File: src/verilog/cwl_defines.vh
// Constants for the calibration word block: address, fields, masks, codes.
// Assumes a 14-bit program counter and a 14-bit configuration word.
`ifndef CWL_DEFINES_VH
`define CWL_DEFINES_VH

// ----------------------------------------------------------------
// Address and widths
// ----------------------------------------------------------------
`define CWL_PC_W          14
`define CWL_WORD_W        14
`define CWL_CAL_ADDR      14'h2008

// ----------------------------------------------------------------
// Field positions
// ----------------------------------------------------------------
`define CWL_OSC_MSB       12
`define CWL_OSC_LSB       6
`define CWL_POR3_MSB      5
`define CWL_POR2_MSB      4
`define CWL_POR_LSB       3
`define CWL_BOR_MSB       2
`define CWL_BOR_LSB       0

// ----------------------------------------------------------------
// Implemented-bit masks and values
// ----------------------------------------------------------------
`define CWL_MASK_POR2     14'h1fdf
`define CWL_MASK_POR3     14'h1fff
`define CWL_ERASED        14'h3fff
`define CWL_FACTORY_RST   14'h0024

// ----------------------------------------------------------------
// Command codes on the program/verify port
// ----------------------------------------------------------------
`define CWL_CMD_READ      2'h0
`define CWL_CMD_LOAD      2'h1
`define CWL_CMD_ERASE     2'h2
`define CWL_CMD_NONE      2'h3

`endif

File: src/verilog/cwl_calib_word.v
// Calibration word store reached through the program/verify port.
// Assumes the serial command decoder presents one decoded command per
// valid cycle together with the current program counter.
`timescale 1ns/1ns
`include "cwl_defines.vh"

module cwl_calib_word #(
  parameter [`CWL_WORD_W-1:0] CAL_FACTORY = `CWL_FACTORY_RST
) (
  input  wire                   sys_clk,
  input  wire                   nrst,
  input  wire                   three_bit_por,
  input  wire                   cmd_valid,
  input  wire [1:0]             cmd_op,
  input  wire [`CWL_PC_W-1:0]   pc_addr,
  input  wire [`CWL_WORD_W-1:0] wr_data,
  output reg  [`CWL_WORD_W-1:0] rd_data,
  output reg                    rd_valid,
  output reg                    cmd_done,
  output reg                    cmd_hit,
  output reg  [6:0]             osc_trim,
  output reg  [2:0]             por_trim,
  output reg  [2:0]             brownout_trim,
  output reg  [6:0]             osc_level,
  output reg  [2:0]             por_level,
  output reg  [2:0]             bor_level,
  output reg                    bor_reserved,
  output reg                    layout_three_bit
);

  // ----------------------------------------------------------------
  // Declarations
  // ----------------------------------------------------------------
  reg  [`CWL_WORD_W-1:0] cell_reg;
  reg  [`CWL_WORD_W-1:0] cell_next;
  reg                    layout_reg;
  reg                    layout_next;
  reg                    strap_seen_reg;
  reg  [`CWL_WORD_W-1:0] rd_data_next;
  reg                    rd_valid_next;
  reg                    cmd_done_next;
  reg                    cmd_hit_next;
  wire [`CWL_WORD_W-1:0] impl_mask;
  wire [`CWL_WORD_W-1:0] word_view;
  wire                   addr_hit;
  wire [6:0]             osc_field;
  wire [2:0]             por_field;
  wire [2:0]             bor_field;
  wire [6:0]             osc_level_w;
  wire [2:0]             por_level_w;
  wire [2:0]             bor_level_w;
  wire                   bor_reserved_w;

  // ----------------------------------------------------------------
  // Layout and field views
  // ----------------------------------------------------------------
  assign impl_mask = layout_reg ? `CWL_MASK_POR3 : `CWL_MASK_POR2;
  // Unimplemented bits forced to zero in every view
  assign word_view = cell_reg & impl_mask;
  assign addr_hit  = (pc_addr == `CWL_CAL_ADDR);
  assign osc_field = word_view[`CWL_OSC_MSB:`CWL_OSC_LSB];
  assign por_field = layout_reg ?
                     word_view[`CWL_POR3_MSB:`CWL_POR_LSB] :
                     {1'b0, word_view[`CWL_POR2_MSB:`CWL_POR_LSB]};
  assign bor_field = word_view[`CWL_BOR_MSB:`CWL_BOR_LSB];

  // ----------------------------------------------------------------
  // Level decoder
  // ----------------------------------------------------------------
  cwl_trim_decode u_decode (
    .three_bit_por (layout_reg),
    .osc_trim      (osc_field),
    .por_trim      (por_field),
    .brownout_trim (bor_field),
    .osc_level     (osc_level_w),
    .por_level     (por_level_w),
    .bor_level     (bor_level_w),
    .bor_reserved  (bor_reserved_w)
  );

  // ----------------------------------------------------------------
  // Layout strap
  // ----------------------------------------------------------------
  // Taken once after reset, frozen until the next reset
  always @* begin
    layout_next = layout_reg;
    if (!strap_seen_reg)
      layout_next = three_bit_por;
  end

  // ----------------------------------------------------------------
  // Command handling
  // ----------------------------------------------------------------
  always @* begin
    cell_next     = cell_reg;
    rd_data_next  = rd_data;
    rd_valid_next = 1'b0;
    cmd_done_next = 1'b0;
    cmd_hit_next  = 1'b0;
    if (cmd_valid) begin
      cmd_done_next = 1'b1;
      cmd_hit_next  = addr_hit;
      case (cmd_op)
        `CWL_CMD_READ: begin
          if (addr_hit) begin
            rd_data_next  = word_view;
            rd_valid_next = 1'b1;
          end
        end
        `CWL_CMD_LOAD: begin
          if (addr_hit)
            cell_next = wr_data & impl_mask;
        end
        `CWL_CMD_ERASE: begin
          // Only an erase aimed at this address touches the word
          if (addr_hit)
            cell_next = `CWL_ERASED & impl_mask;
        end
        default: begin
          cmd_done_next = 1'b0;
          cmd_hit_next  = 1'b0;
        end
      endcase
    end
  end

  // ----------------------------------------------------------------
  // Word cell
  // ----------------------------------------------------------------
  // Factory value reloaded on every reset, standing in for power-up
  always @(posedge sys_clk) begin
    if (!nrst) begin
      cell_reg <= CAL_FACTORY;
    end else begin
      cell_reg <= cell_next;
    end
  end

  // ----------------------------------------------------------------
  // Layout capture
  // ----------------------------------------------------------------
  always @(posedge sys_clk) begin
    if (!nrst) begin
      layout_reg     <= 1'b0;
      strap_seen_reg <= 1'b0;
    end else begin
      layout_reg     <= layout_next;
      strap_seen_reg <= 1'b1;
    end
  end

  // ----------------------------------------------------------------
  // Command strobes
  // ----------------------------------------------------------------
  always @(posedge sys_clk) begin
    if (!nrst) begin
      rd_valid <= 1'b0;
      cmd_done <= 1'b0;
      cmd_hit  <= 1'b0;
    end else begin
      rd_valid <= rd_valid_next;
      cmd_done <= cmd_done_next;
      cmd_hit  <= cmd_hit_next;
    end
  end

  // ----------------------------------------------------------------
  // Read data
  // ----------------------------------------------------------------
  // Holds the last read hit until the next one
  always @(posedge sys_clk) begin
    if (!nrst) begin
      rd_data <= {`CWL_WORD_W{1'b0}};
    end else begin
      rd_data <= rd_data_next;
    end
  end

  // ----------------------------------------------------------------
  // Raw trim fields
  // ----------------------------------------------------------------
  always @(posedge sys_clk) begin
    if (!nrst) begin
      osc_trim      <= 7'h00;
      por_trim      <= 3'h0;
      brownout_trim <= 3'h0;
    end else begin
      osc_trim      <= osc_field;
      por_trim      <= por_field;
      brownout_trim <= bor_field;
    end
  end

  // ----------------------------------------------------------------
  // Decoded levels
  // ----------------------------------------------------------------
  always @(posedge sys_clk) begin
    if (!nrst) begin
      osc_level    <= 7'h00;
      por_level    <= 3'h0;
      bor_level    <= 3'h0;
      bor_reserved <= 1'b0;
    end else begin
      osc_level    <= osc_level_w;
      por_level    <= por_level_w;
      bor_level    <= bor_level_w;
      bor_reserved <= bor_reserved_w;
    end
  end

  // ----------------------------------------------------------------
  // Layout flag
  // ----------------------------------------------------------------
  always @(posedge sys_clk) begin
    if (!nrst) begin
      layout_three_bit <= 1'b0;
    end else begin
      layout_three_bit <= layout_reg;
    end
  end

endmodule // cwl_calib_word

File: src/verilog/cwl_trim_decode.v
// Trim code decoder: turns raw trim fields into ordinal levels.
// Assumes fields come from the masked calibration word; purely combinational.
`timescale 1ns/1ns
`include "cwl_defines.vh"

module cwl_trim_decode (
  input  wire       three_bit_por,
  input  wire [6:0] osc_trim,
  input  wire [2:0] por_trim,
  input  wire [2:0] brownout_trim,
  output reg  [6:0] osc_level,
  output reg  [2:0] por_level,
  output reg  [2:0] bor_level,
  output reg        bor_reserved
);

  // ----------------------------------------------------------------
  // Level decode
  // ----------------------------------------------------------------
  always @* begin
    // Signed to offset binary, slowest is level 0
    osc_level = {~osc_trim[6], osc_trim[5:0]};
    bor_reserved = 1'b0;
    if (three_bit_por) begin
      // Sign-magnitude about centre: 011 min, 000/100 centre, 111 max
      if (por_trim[2])
        por_level = 3'h3 + {1'b0, por_trim[1:0]};
      else
        por_level = 3'h3 - {1'b0, por_trim[1:0]};
      if (brownout_trim[2])
        bor_level = 3'h3 + {1'b0, brownout_trim[1:0]};
      else
        bor_level = 3'h3 - {1'b0, brownout_trim[1:0]};
    end else begin
      por_level = {1'b0, por_trim[1:0]};
      if (brownout_trim == 3'h0) begin
        bor_level    = 3'h0;
        bor_reserved = 1'b1;
      end else begin
        bor_level = brownout_trim - 3'h1;
      end
    end
  end

endmodule // cwl_trim_decode

File: config.mk
export PLATFORM = sky130hd
export DESIGN_NAME = cwl_calib_word
export DESIGN_NICKNAME = d
export VERILOG_FILES = /design/src/verilog/cwl_calib_word.v /design/src/verilog/cwl_trim_decode.v
export VERILOG_INCLUDE_DIRS = /design/src /design/src/verilog
export SDC_FILE = /design/constraint.sdc
export NUM_CORES = 1
export LEC_CHECK = 0
export BUFFER_PORTS_ARGS = -buffer_cell sky130_fd_sc_hd__buf_2
export CORE_UTILIZATION = 46
export DETAILED_ROUTE_END_ITERATION = 16
export HOLD_SLACK_MARGIN = 0.05
export PLACE_DENSITY = 0.76
export SKIP_CTS_REPAIR_TIMING = 1
export SYNTH_ARGS = -nofsm -noshare
export SYNTH_HDL_FRONTEND = slang
export SYNTH_SLANG_ARGS = --single-unit
export TNS_END_PERCENT = 50
File: constraint.sdc
create_clock -name sys_clk -period 5 [get_ports sys_clk]
set_clock_uncertainty 0.2 [all_clocks]
set_input_delay 0.75 -clock sys_clk [delete_from_list [all_inputs] [get_ports sys_clk]]
set_output_delay 0.75 -clock sys_clk [all_outputs]
set_load 0.05 [all_outputs]
# [Word level (Yosys, flattened, before mapping)]
# Cells that the tools add are included.
# W data, S select, Z words.
[word_totals] out_inout_bits=45 romBits=0 latch_bits=0 reg_bits=61 n_memories=0 ramBits=0
[classes] addsub=5 n_eq_ne=5 div_mod_pow=0 shifts=0 order_cmp=0 mul=0 bitwise_logic=4 muxes=14 n_reduce_logical=11
[op_table] operator="$and A14 B13 Y14" n=2
[op_table] operator="$mux W14" n=2
[op_table] operator="$pmux W14 S2" n=1
[op_table] operator="$mux W3" n=5
[op_table] operator="$eq A14 B14 Y1 const B" n=1
[op_table] operator="$reduce_and A3 Y1" n=3
[op_table] operator="$add A2 B2 Y3 const A" n=2
[op_table] operator="$mux W6" n=1
[op_table] operator="$sub A2 B2 Y3 const A" n=2
[op_table] operator="$mux W1" n=4
[op_table] operator="$ne A2 B2 Y1 const B" n=2
[op_table] operator="$reduce_and A2 Y1" n=2
[op_table] operator="$reduce_and A4 Y1" n=1
[op_table] operator="$logic_not A3 Y1" n=1
[op_table] operator="$reduce_or A3 Y1" n=1
[op_table] operator="$sub A3 B1 Y3 const B" n=1
[op_table] operator="$eq A2 B1 Y1 const B" n=1
[op_table] operator="$eq A2 B2 Y1 const B" n=1
[op_table] operator="$logic_not A2 Y1" n=1
[op_table] operator="$mux W2" n=1
[op_table] operator="$not A1 Y1" n=2
[op_table] operator="$reduce_bool A2 Y1" n=1
[op_table] operator="$reduce_or A2 Y1" n=1

# [Logic depth before layout (Yosys ltp)]
# Gate-level depths: netlist (run 1).
[depth] ltp_word=6 ltp_mapped=7 mapped_depth_nobuf=7

# [Modules after synthesis]
# From an unflattened synthesis (run 1), not the netlist that was laid out.
[unflattened] cells_unflattened=214 area_unflattened_um2=2243.4
[by_module_without_submodules] mod="cwl_calib_word" area_per_inst_um2=2020.7 cells_per_inst=184 n_inst=1
[by_module_without_submodules] mod="cwl_trim_decode" area_per_inst_um2=222.7 cells_per_inst=30 n_inst=1

# [Worst setup path before layout (run 1)]
# Ideal clock, no wire load.
[synth_timing] path_type="input to register" startpoint="input pc_addr[2]" endpoint="register rd_data[10]" path_stages=5 arrival_time_ns=1.863 setup_time_ns=0.072 path_buffers=1 required_time_ns=4.728 slack_ns=2.866 path_cell_list="nor4b_4 -> nand4_2 -> nor3_4 -> buf_6 -> mux2i_1"
[synth_via] elab_chain_cells=2
[synth_lines] element="start, declared" line_no="cwl_calib_word.v:15" rtl="input wire [`CWL_PC_W-1:0] pc_addr,"
[synth_lines] element="$eq A14 B14 Y1 (no source line)"
[synth_lines] element="$reduce_and A3 Y1 (no source line)"
[synth_lines] element="end signal, assigned" line_no="cwl_calib_word.v:173" rtl="rd_data <= {`CWL_WORD_W{1'b0}};"
[synth_lines] element="end signal, assigned" line_no="cwl_calib_word.v:175" rtl="rd_data <= rd_data_next;"
[synth_lines] element="end, declared" line_no="cwl_calib_word.v:17" rtl="output reg [`CWL_WORD_W-1:0] rd_data,"
# Every way passes these cells.
# A chain may end at the register's enable or synchronous reset.

# [Worst setup path after layout (run 1)]
[layout_timing] startpoint="input pc_addr[2]" endpoint="register rd_data[12]"
# The elaborated chain is that of the path after synthesis.

==> summary by stage, run 1 <==
GRT
The overall fraction of global-route tracks in use is about 17%. Global routing finished with a remaining overflow of 0. The number of global-route vias before repair is 1,340. The maximum number of pins on one net before global-route repair is 53.

The met2 track demand over resource in global routing is 27.8%. The met1 usage is between 20% and 30%. In this run the most used layer during global routing was met2. The initial antenna violation count is 0. The met3 track demand over resource in global routing is 3.62%. The first global-routing pass estimated 5.75 mm of wire.

Clock network
Counting the buffers created by CTS gives 5. For the worst-skew pair, the clock arrives at the later sink with an insertion delay of 0.30 ns. The count of clock tree sinks is 53.

The CTS tree is yes. The clock root buffer master is sky130_fd_sc_hd__clkbuf_8. The longest clock path from root to sink contains 2 buffers. The clock-pin slew of the registers on the worst-case setup and hold paths is 0.08 ns. The maximum level of the CTS H-tree is 2.

Logic synthesis
For this run, the leading register cell type out of synthesis is sky130_fd_sc_hd__dfxtp_1. The mux share of post-synthesis cell area is about 13%. By area, the combinational part of the netlist is dominated by simple AND/OR/NAND/NOR gates. The number of register bits inferred by synthesis is 53. A synthesized cell averages 10.1 um^2. The count of unique library cells instantiated by Yosys is 31. After Yosys synthesis, XOR and XNOR cells account for less than 1% of the synthesized area.

The adder and majority cell fraction of the synthesized area is 2.46%. The post-synthesis async set-or-reset flop share is 0%. The area fraction in compound gates after synthesis is 5.10%. Counting flops with a built-in enable in the synthesized netlist gives 0. The post-synthesis net count is 240. In this run the cell area of the synthesized design comes to 0.00204 mm^2. The part of the Yosys area used for sequential elements is between 50% and 60%. The gate count after technology mapping is 202. The warning count from the yosys run is 0. The basic-gate share of the synthesized area counting and, or, nand and nor cells is 18.3%.

Detailed routing
In this run the remaining antenna-violating nets after routing total 0. The routed layout has 1,498 vias. For this block, the initial DRC count from the detailed router was 69.

For this run, design rule violations remaining after detail routing come to 0. Dividing the detail-routed via count by the number of cells gives roughly 4.7. Summed over all layers, the routed wires come to 3.64 mm. The average routed wire per standard cell is 11.4 um. For this run, the detailed router's first-pass iteration total came to 4.

Final layout
The post-layout net count is 307. The fill cell total of the finished layout is 349. In the final layout, flip-flops and latches occupy 0.00106 mm^2.

After routing the design area is 0.00247 mm^2. The count of non-filler cells in the finished layout is 320. The number of antenna diodes in the final layout is 0. The area growth from synthesis to layout is 21.0%.

Summing all multi-input logic gate instances after layout gives 808 um^2. Of the cells placed in the final design, the portion with a size suffix greater than 1 is approximately 33%. The utilization of the core after routing is 59.9%.

Run
The number of max-cap violations is 0.

STA
Setup repair after global routing left no endpoint under its margin. The final setup violation count is 0. The clock period minus worst slack is 2.37 ns.

The final setup TNS is 0 ns. The number of failing hold endpoints at the final stage was 0. The worst slew slack as a fraction of its limit is 34.5%.

The fmax is between 0.4 and 0.5 GHz. The slew of the pin with the lowest slew margin is a little under 1 ns. The ratio of final minimum period to clock period is 47.5%. The final number of max-transition violations is 0.

Die
The overall die area is 0.00470 mm^2. The initial utilization of the core area, before any placement, comes to ~50%. between 70 and 80 I/O pins were placed. The number of cell rows is 23. The die is a little under 70 um wide. After floorplanning, the core was sized to cover roughly 0.0041 mm^2. The die is 68.6 um tall.

Placed design
Once placement finished, the instance area stood at 0.00238 mm^2. Routability-driven placement finished with a final weighted congestion of 0.690. The number of I/O port buffers is between 70 and 80.

Detailed placement ended at an HPWL of 2.50 mm. The post-placement cell count is about 310.

Pwr
Summed over all cells, the static leakage comes to 1.22 nW. The design draws 709 uW. VDD sags by at most about 0.15 mV. For this design the ratio of total power to cell area is 287 mW/mm^2.

Critical path
The family with the most delay on the worst path is simple AND/OR/NAND/NOR gates. Together, buffers and inverters on the worst path number 1. STA puts the critical path data arrival time at 2.40 ns.

The delay of the slowest critical-path stage is 0.72 ns. The element type at the critical path start is an input pin. The worst endpoint required time is 5.03 ns.

The type of the worst setup path is input pin to register. The critical path goes through buf_2 > nor4b_4 > nand4_2 > nor3_4 > mux2i_1. The kind of end point of the critical path is a register.

The cell with the largest stage delay on the worst path is sky130_fd_sc_hd__nor3_4. The largest fanout of any net on the critical path is 13.

Worst hold path
In this run the worst hold path is classified as register to register.

Run status
The run finished with clean final reports.
cell usage after synthesis, types with 2 or more instances:
cell / instances / area share (%)
sky130_fd_sc_hd__nor2b_1: 7 / 2.1
sky130_fd_sc_hd__nand4_1: 2 / 0.61
sky130_fd_sc_hd__nand2_1: 30 / 5.5
sky130_fd_sc_hd__nor4b_4: 3 / 3.5
sky130_fd_sc_hd__nor2_1: 6 / 1.1
sky130_fd_sc_hd__o21ai_1: 11 / 2.7
sky130_fd_sc_hd__nand3_1: 2 / 0.49
sky130_fd_sc_hd__and2_1: 3 / 0.92
sky130_fd_sc_hd__buf_4: 8 / 2.9
sky130_fd_sc_hd__mux2i_1: 26 / 13
sky130_fd_sc_hd__a21oi_1: 2 / 0.49
sky130_fd_sc_hd__ha_1: 4 / 2.5
sky130_fd_sc_hd__inv_1: 19 / 3.5
sky130_fd_sc_hd__clkbuf_1: 7 / 1.3
sky130_fd_sc_hd__o21ai_0: 4 / 0.98
sky130_fd_sc_hd__dfxtp_1: 53 / 52
metrics by stage:
step / setup slack, ns / hold WS [ns]
after floorplan: 2.87 / 0.192
final: 2.63 / 0.212
after global routing: 2.45 / 0.243
after detailed placement: 2.28 / 0.204
after global placement: 2.35 / 0.203
after CTS: 2.60 / 0.217
worst reg2reg max path: stages (launching register included):
cell                      delay (ns)
sky130_fd_sc_hd__dfxtp_1        0.32
sky130_fd_sc_hd__inv_1          0.10
sky130_fd_sc_hd__ha_1           0.15
sky130_fd_sc_hd__inv_1          0.04
sky130_fd_sc_hd__ha_1           0.26
sky130_fd_sc_hd__nor3_1         0.17
sky130_fd_sc_hd__a21oi_1        0.06
sky130_fd_sc_hd__nor2b_1        0.12
cells by family (layout without fill, tap and decap cells):
family,after synthesis,after routing
AOI/OAI and AO/OA,19,19
xor gates and xnor gates,2,2
adders and majority gates,4,4
buffers and inverters,35,103
DFF,53,53
muxes,26,26
other,1,1
and+or+nand+nor,62,62
where the power goes:
group          switching [mW]  internal (mW)  leakage, nW
registers             0.00243          0.426        0.430
clock network           0.130         0.0972       0.0450
logic                  0.0341         0.0193        0.745
total                   0.166          0.543         1.22
area by class of cell:
class / count / area share [%]
Tap cell: 50 / 2.54
Inverter: 19 / 2.89
Multi-Input combinational cell: 114 / 32.8
Clock buffer: 6 / 2.94
Timing Repair Buffer: 76 / 15.4
Sequential cell: 53 / 43.0
Clock inverter: 2 / 0.406
placed cells by master, fill, tap and decap left out, drive strengths merged, types with 2 or more instances in the layout:
cell type  count
clkbuf         6
nor4b          4
nor2           7
mux2i         26
ha             4
a21oi          2
inv           19
buf           76
o21ai         15
dfxtp         53
nand2         30
nor3           3
clkinv         2
nand4          3
and2           3
nand3          2
nor2b          7
layer usage:
metal	up-vias	share of wire [%]
met3	9	5.0
li1	785	-
met4	0	2.7
met5	-	0
met2	49	46
met1	655	46
final timing paths:
| check | startpoint | end | slack (ns) | cells after the start |
|---|---|---|---|---|
| setup / recovery | pc_addr[2] | rd_data[12] | 2.63 | 5 |
| setup reg to reg | cell_reg[0] | bor_level[2] | 3.52 | 7 |
| hold reg to reg | cell_reg[12] | osc_level[6] | 0.21 | 1 |
| hold / removal | cell_reg[12] | osc_level[6] | 0.21 | 1 |
(Power assumes the default switching activity.)
==> run 2: changes to the inputs <==
clock period = 2.2 ns   (was 5 ns; I/O delays follow)
==> summary by stage, run 2 (synthesis gave the netlist of run 1 again) <==
Critical path
The critical path launch point is pc_addr[11]. Traced cell by cell, the critical path runs through buf_2 > nor4b_4 > nand4_2 > nor2_2 > buf_4 > mux2i_1. The register-to-register setup slack is approximately 0.71 ns. The worst endpoint required time is 2.24 ns. The kind of end point of the critical path is a register. The reg-to-reg endpoint is bor_level[2].

The largest fanout of any net on the critical path is 12. Broken down by cell family, the worst path's largest delay share belongs to simple AND/OR/NAND/NOR gates. The start of the worst register-to-register path is cell_reg[0]. The combined buffer and inverter count along the critical path is 2. In this run the number of cells on the critical path is 6. The element type at the critical path start is an input pin. The delay of the slowest critical-path stage is 0.36 ns. On the critical path, the stage with the largest delay is an instance of sky130_fd_sc_hd__nor4b_4. The number of cells on the worst reg-to-reg path is 7.

The worst endpoint data arrival time is 1.56 ns. The type of the worst setup path is input pin to register. The worst setup path endpoint is cell_reg[11].

Clock network
In this run the number of H-tree levels came out at 2. The count of clock tree sinks is 53. The maximum count of clock buffers along a single path is 2. The clock reaches the later pin of the worst-skew pair after roughly 0.30 ns. The root buffer cell chosen for the clock tree is sky130_fd_sc_hd__clkbuf_8. TritonCTS built the clock tree. The CTS buffer count is 5. The clock-pin slew of the registers on the worst-case setup and hold paths is 0.09 ns.

STA
The number of failing hold endpoints at the final stage came to 0. The final number of max-transition violations is 0. Adding up every negative setup slack in the final design gives 0 ns.

In the finished design, the share of the clock period the worst path needs comes to 69.3%. On the final layout, the worst hold slack is 0.0751 ns. Timing would allow up to 0.656 GHz.

The final setup violation count is 0. The clock period minus worst slack is 1.52 ns. Setup repair after global routing left no endpoint under its margin.

Die
The overall die area is 0.00470 mm^2. After floorplanning, the core was divided into 23 placement rows. The initial utilization of the core area, before any placement, comes to 49.5%. The overall die width is between 60 and 70 um. The core region is 0.00412 mm^2. The die is 68.6 um tall.

79 I/O pins were placed.

GRT
The number of global-route vias before repair came to 1,321. The overall fraction of global-route tracks in use is 17.6%. Entering global routing, the biggest net connects 33 pins.

Global routing consumed, on the met2 layer, 29.3% of the routing resources. The met1 usage is approximately a fifth. The global-route wire length before repair is between 5 and 6 mm. After global routing, the most crowded layer is met2.

The remaining global-route overflow is 0. The met3 track demand over resource in global routing is 5.43%. The initial antenna violation count is 0.

Pwr
The worst-case vdd ir drop is 0.336 mV. For this design the ratio of total power to cell area is 648 mW/mm^2. The static power due to leakage is 1.24 nW.

Final layout
The library cell used most frequently in the layout, excluding fill and tap cells, is sky130_fd_sc_hd__buf_2. In the final layout, the share of cells above drive strength 1 is 34.3%. The repair_antennas step left the layout with diodes totalling 0. The post-layout net count is 311. The filler cells instantiated in the layout total 353. The signed area change from the synthesized netlist to the final layout is 23.3%. The final standard cell area without fillers is ~0.0025 mm^2. In the layout the commonest cells are sky130_fd_sc_hd__buf_2 (76), sky130_fd_sc_hd__dfxtp_1 (53), sky130_fd_sc_hd__nand2_1 (30).

Detailed routing
Dividing the detail-routed wire length by the instance count gives 11.4 um. The final route contains 1,551 vias. The pre-antenna-repair detailed-routing pass consisted of 3 iterations.

The count of nets left with antenna violations once routing finished came out at 0. After the first detailed-routing iteration, the DRC count stood at 86. The number of remaining DRC errors is 0. The number of vias per cell is roughly 4.8. The total detailed-routing wirelength is 3.70 mm.

Worst hold path
The worst min-delay path category is input pin to register.

Placed design
After detailed placement, the total cell area comes to 0.00243 mm^2. The final HPWL from detailed placement is around 2.7 mm. Buffers placed on the I/O ports in this run total 76. At the end of routability-driven placement, the weighted congestion stood at 0.691.

Run
The number of max-cap violations is 0.

Run status
The run finished with clean final reports.
[run 2: cell types whose count changed in the layout (fill, tap and decap cells not counted)]
cell	before	now
sky130_fd_sc_hd__buf_12	0	1
sky130_fd_sc_hd__buf_4	0	3
sky130_fd_sc_hd__clkinv_2	2	0
sky130_fd_sc_hd__clkinvlp_4	0	2
[run 2: worst register-to-register path, cell delays in order (launching register included)]
cell                      delay [ns]
sky130_fd_sc_hd__dfxtp_1        0.32
sky130_fd_sc_hd__inv_1          0.10
sky130_fd_sc_hd__ha_1           0.16
sky130_fd_sc_hd__inv_1          0.04
sky130_fd_sc_hd__ha_1           0.26
sky130_fd_sc_hd__nor3_1         0.17
sky130_fd_sc_hd__a21oi_1        0.06
sky130_fd_sc_hd__nor2b_1        0.13
[run 2: worst min-delay path by stage]
stage | startpoint | endpoint | slack (ns) | depth (start not counted)
detailed placement | cell_reg[12] | osc_level[6] | 0.21 | 1
global placement | cell_reg[12] | osc_level[6] | 0.20 | 1
finish | cmd_valid | cmd_done | 0.08 | 2
global route | cmd_op[1] | rd_valid | 0.08 | 2
floorplan | nrst | strap_seen_reg | 0.16 | 0
CTS | cmd_op[1] | rd_valid | 0.06 | 2
[run 2: layout make-up]
type	instances	area (um^2)	share of cell area [%]
clock buffer	6	72.6	2.89
clock inverter	2	15.0	0.597
inverter	19	71.3	2.84
multi-input combinational	114	808	32.2
sequential	53	1060	42.2
tap	50	62.6	2.49
timing repair buffer	80	423	16.8
[run 2: power breakdown]
part	leakage, nW	internal [mW]	switching (mW)
sequential	0.430	0.968	0.00510
combinational	0.768	0.0461	0.0790
clock	0.0374	0.224	0.307
[run 2: layer usage]
metal  vias to the layer above  routed length, um
met5                         -                  0
met4                         0                 70
met3                         7                224
met2                        47               1730
met1                       702               1670
li1                        795                  -
[run 2: stage by stage]
| step | util, % | cells | power, mW | setup slack (ns) |
|---|---|---|---|---|
| after floorplan | - | 202 | 1.07 | 0.486 |
| after global placement | 59.0 | 316 | 1.12 | 0.381 |
| after detailed placement | 59.0 | 316 | 1.12 | 0.348 |
| after CTS | 61.1 | 324 | 1.65 | 0.673 |
| after global routing | 61.1 | 324 | 1.71 | 0.558 |
| final | 61.1 | 324 | 1.63 | 0.676 |
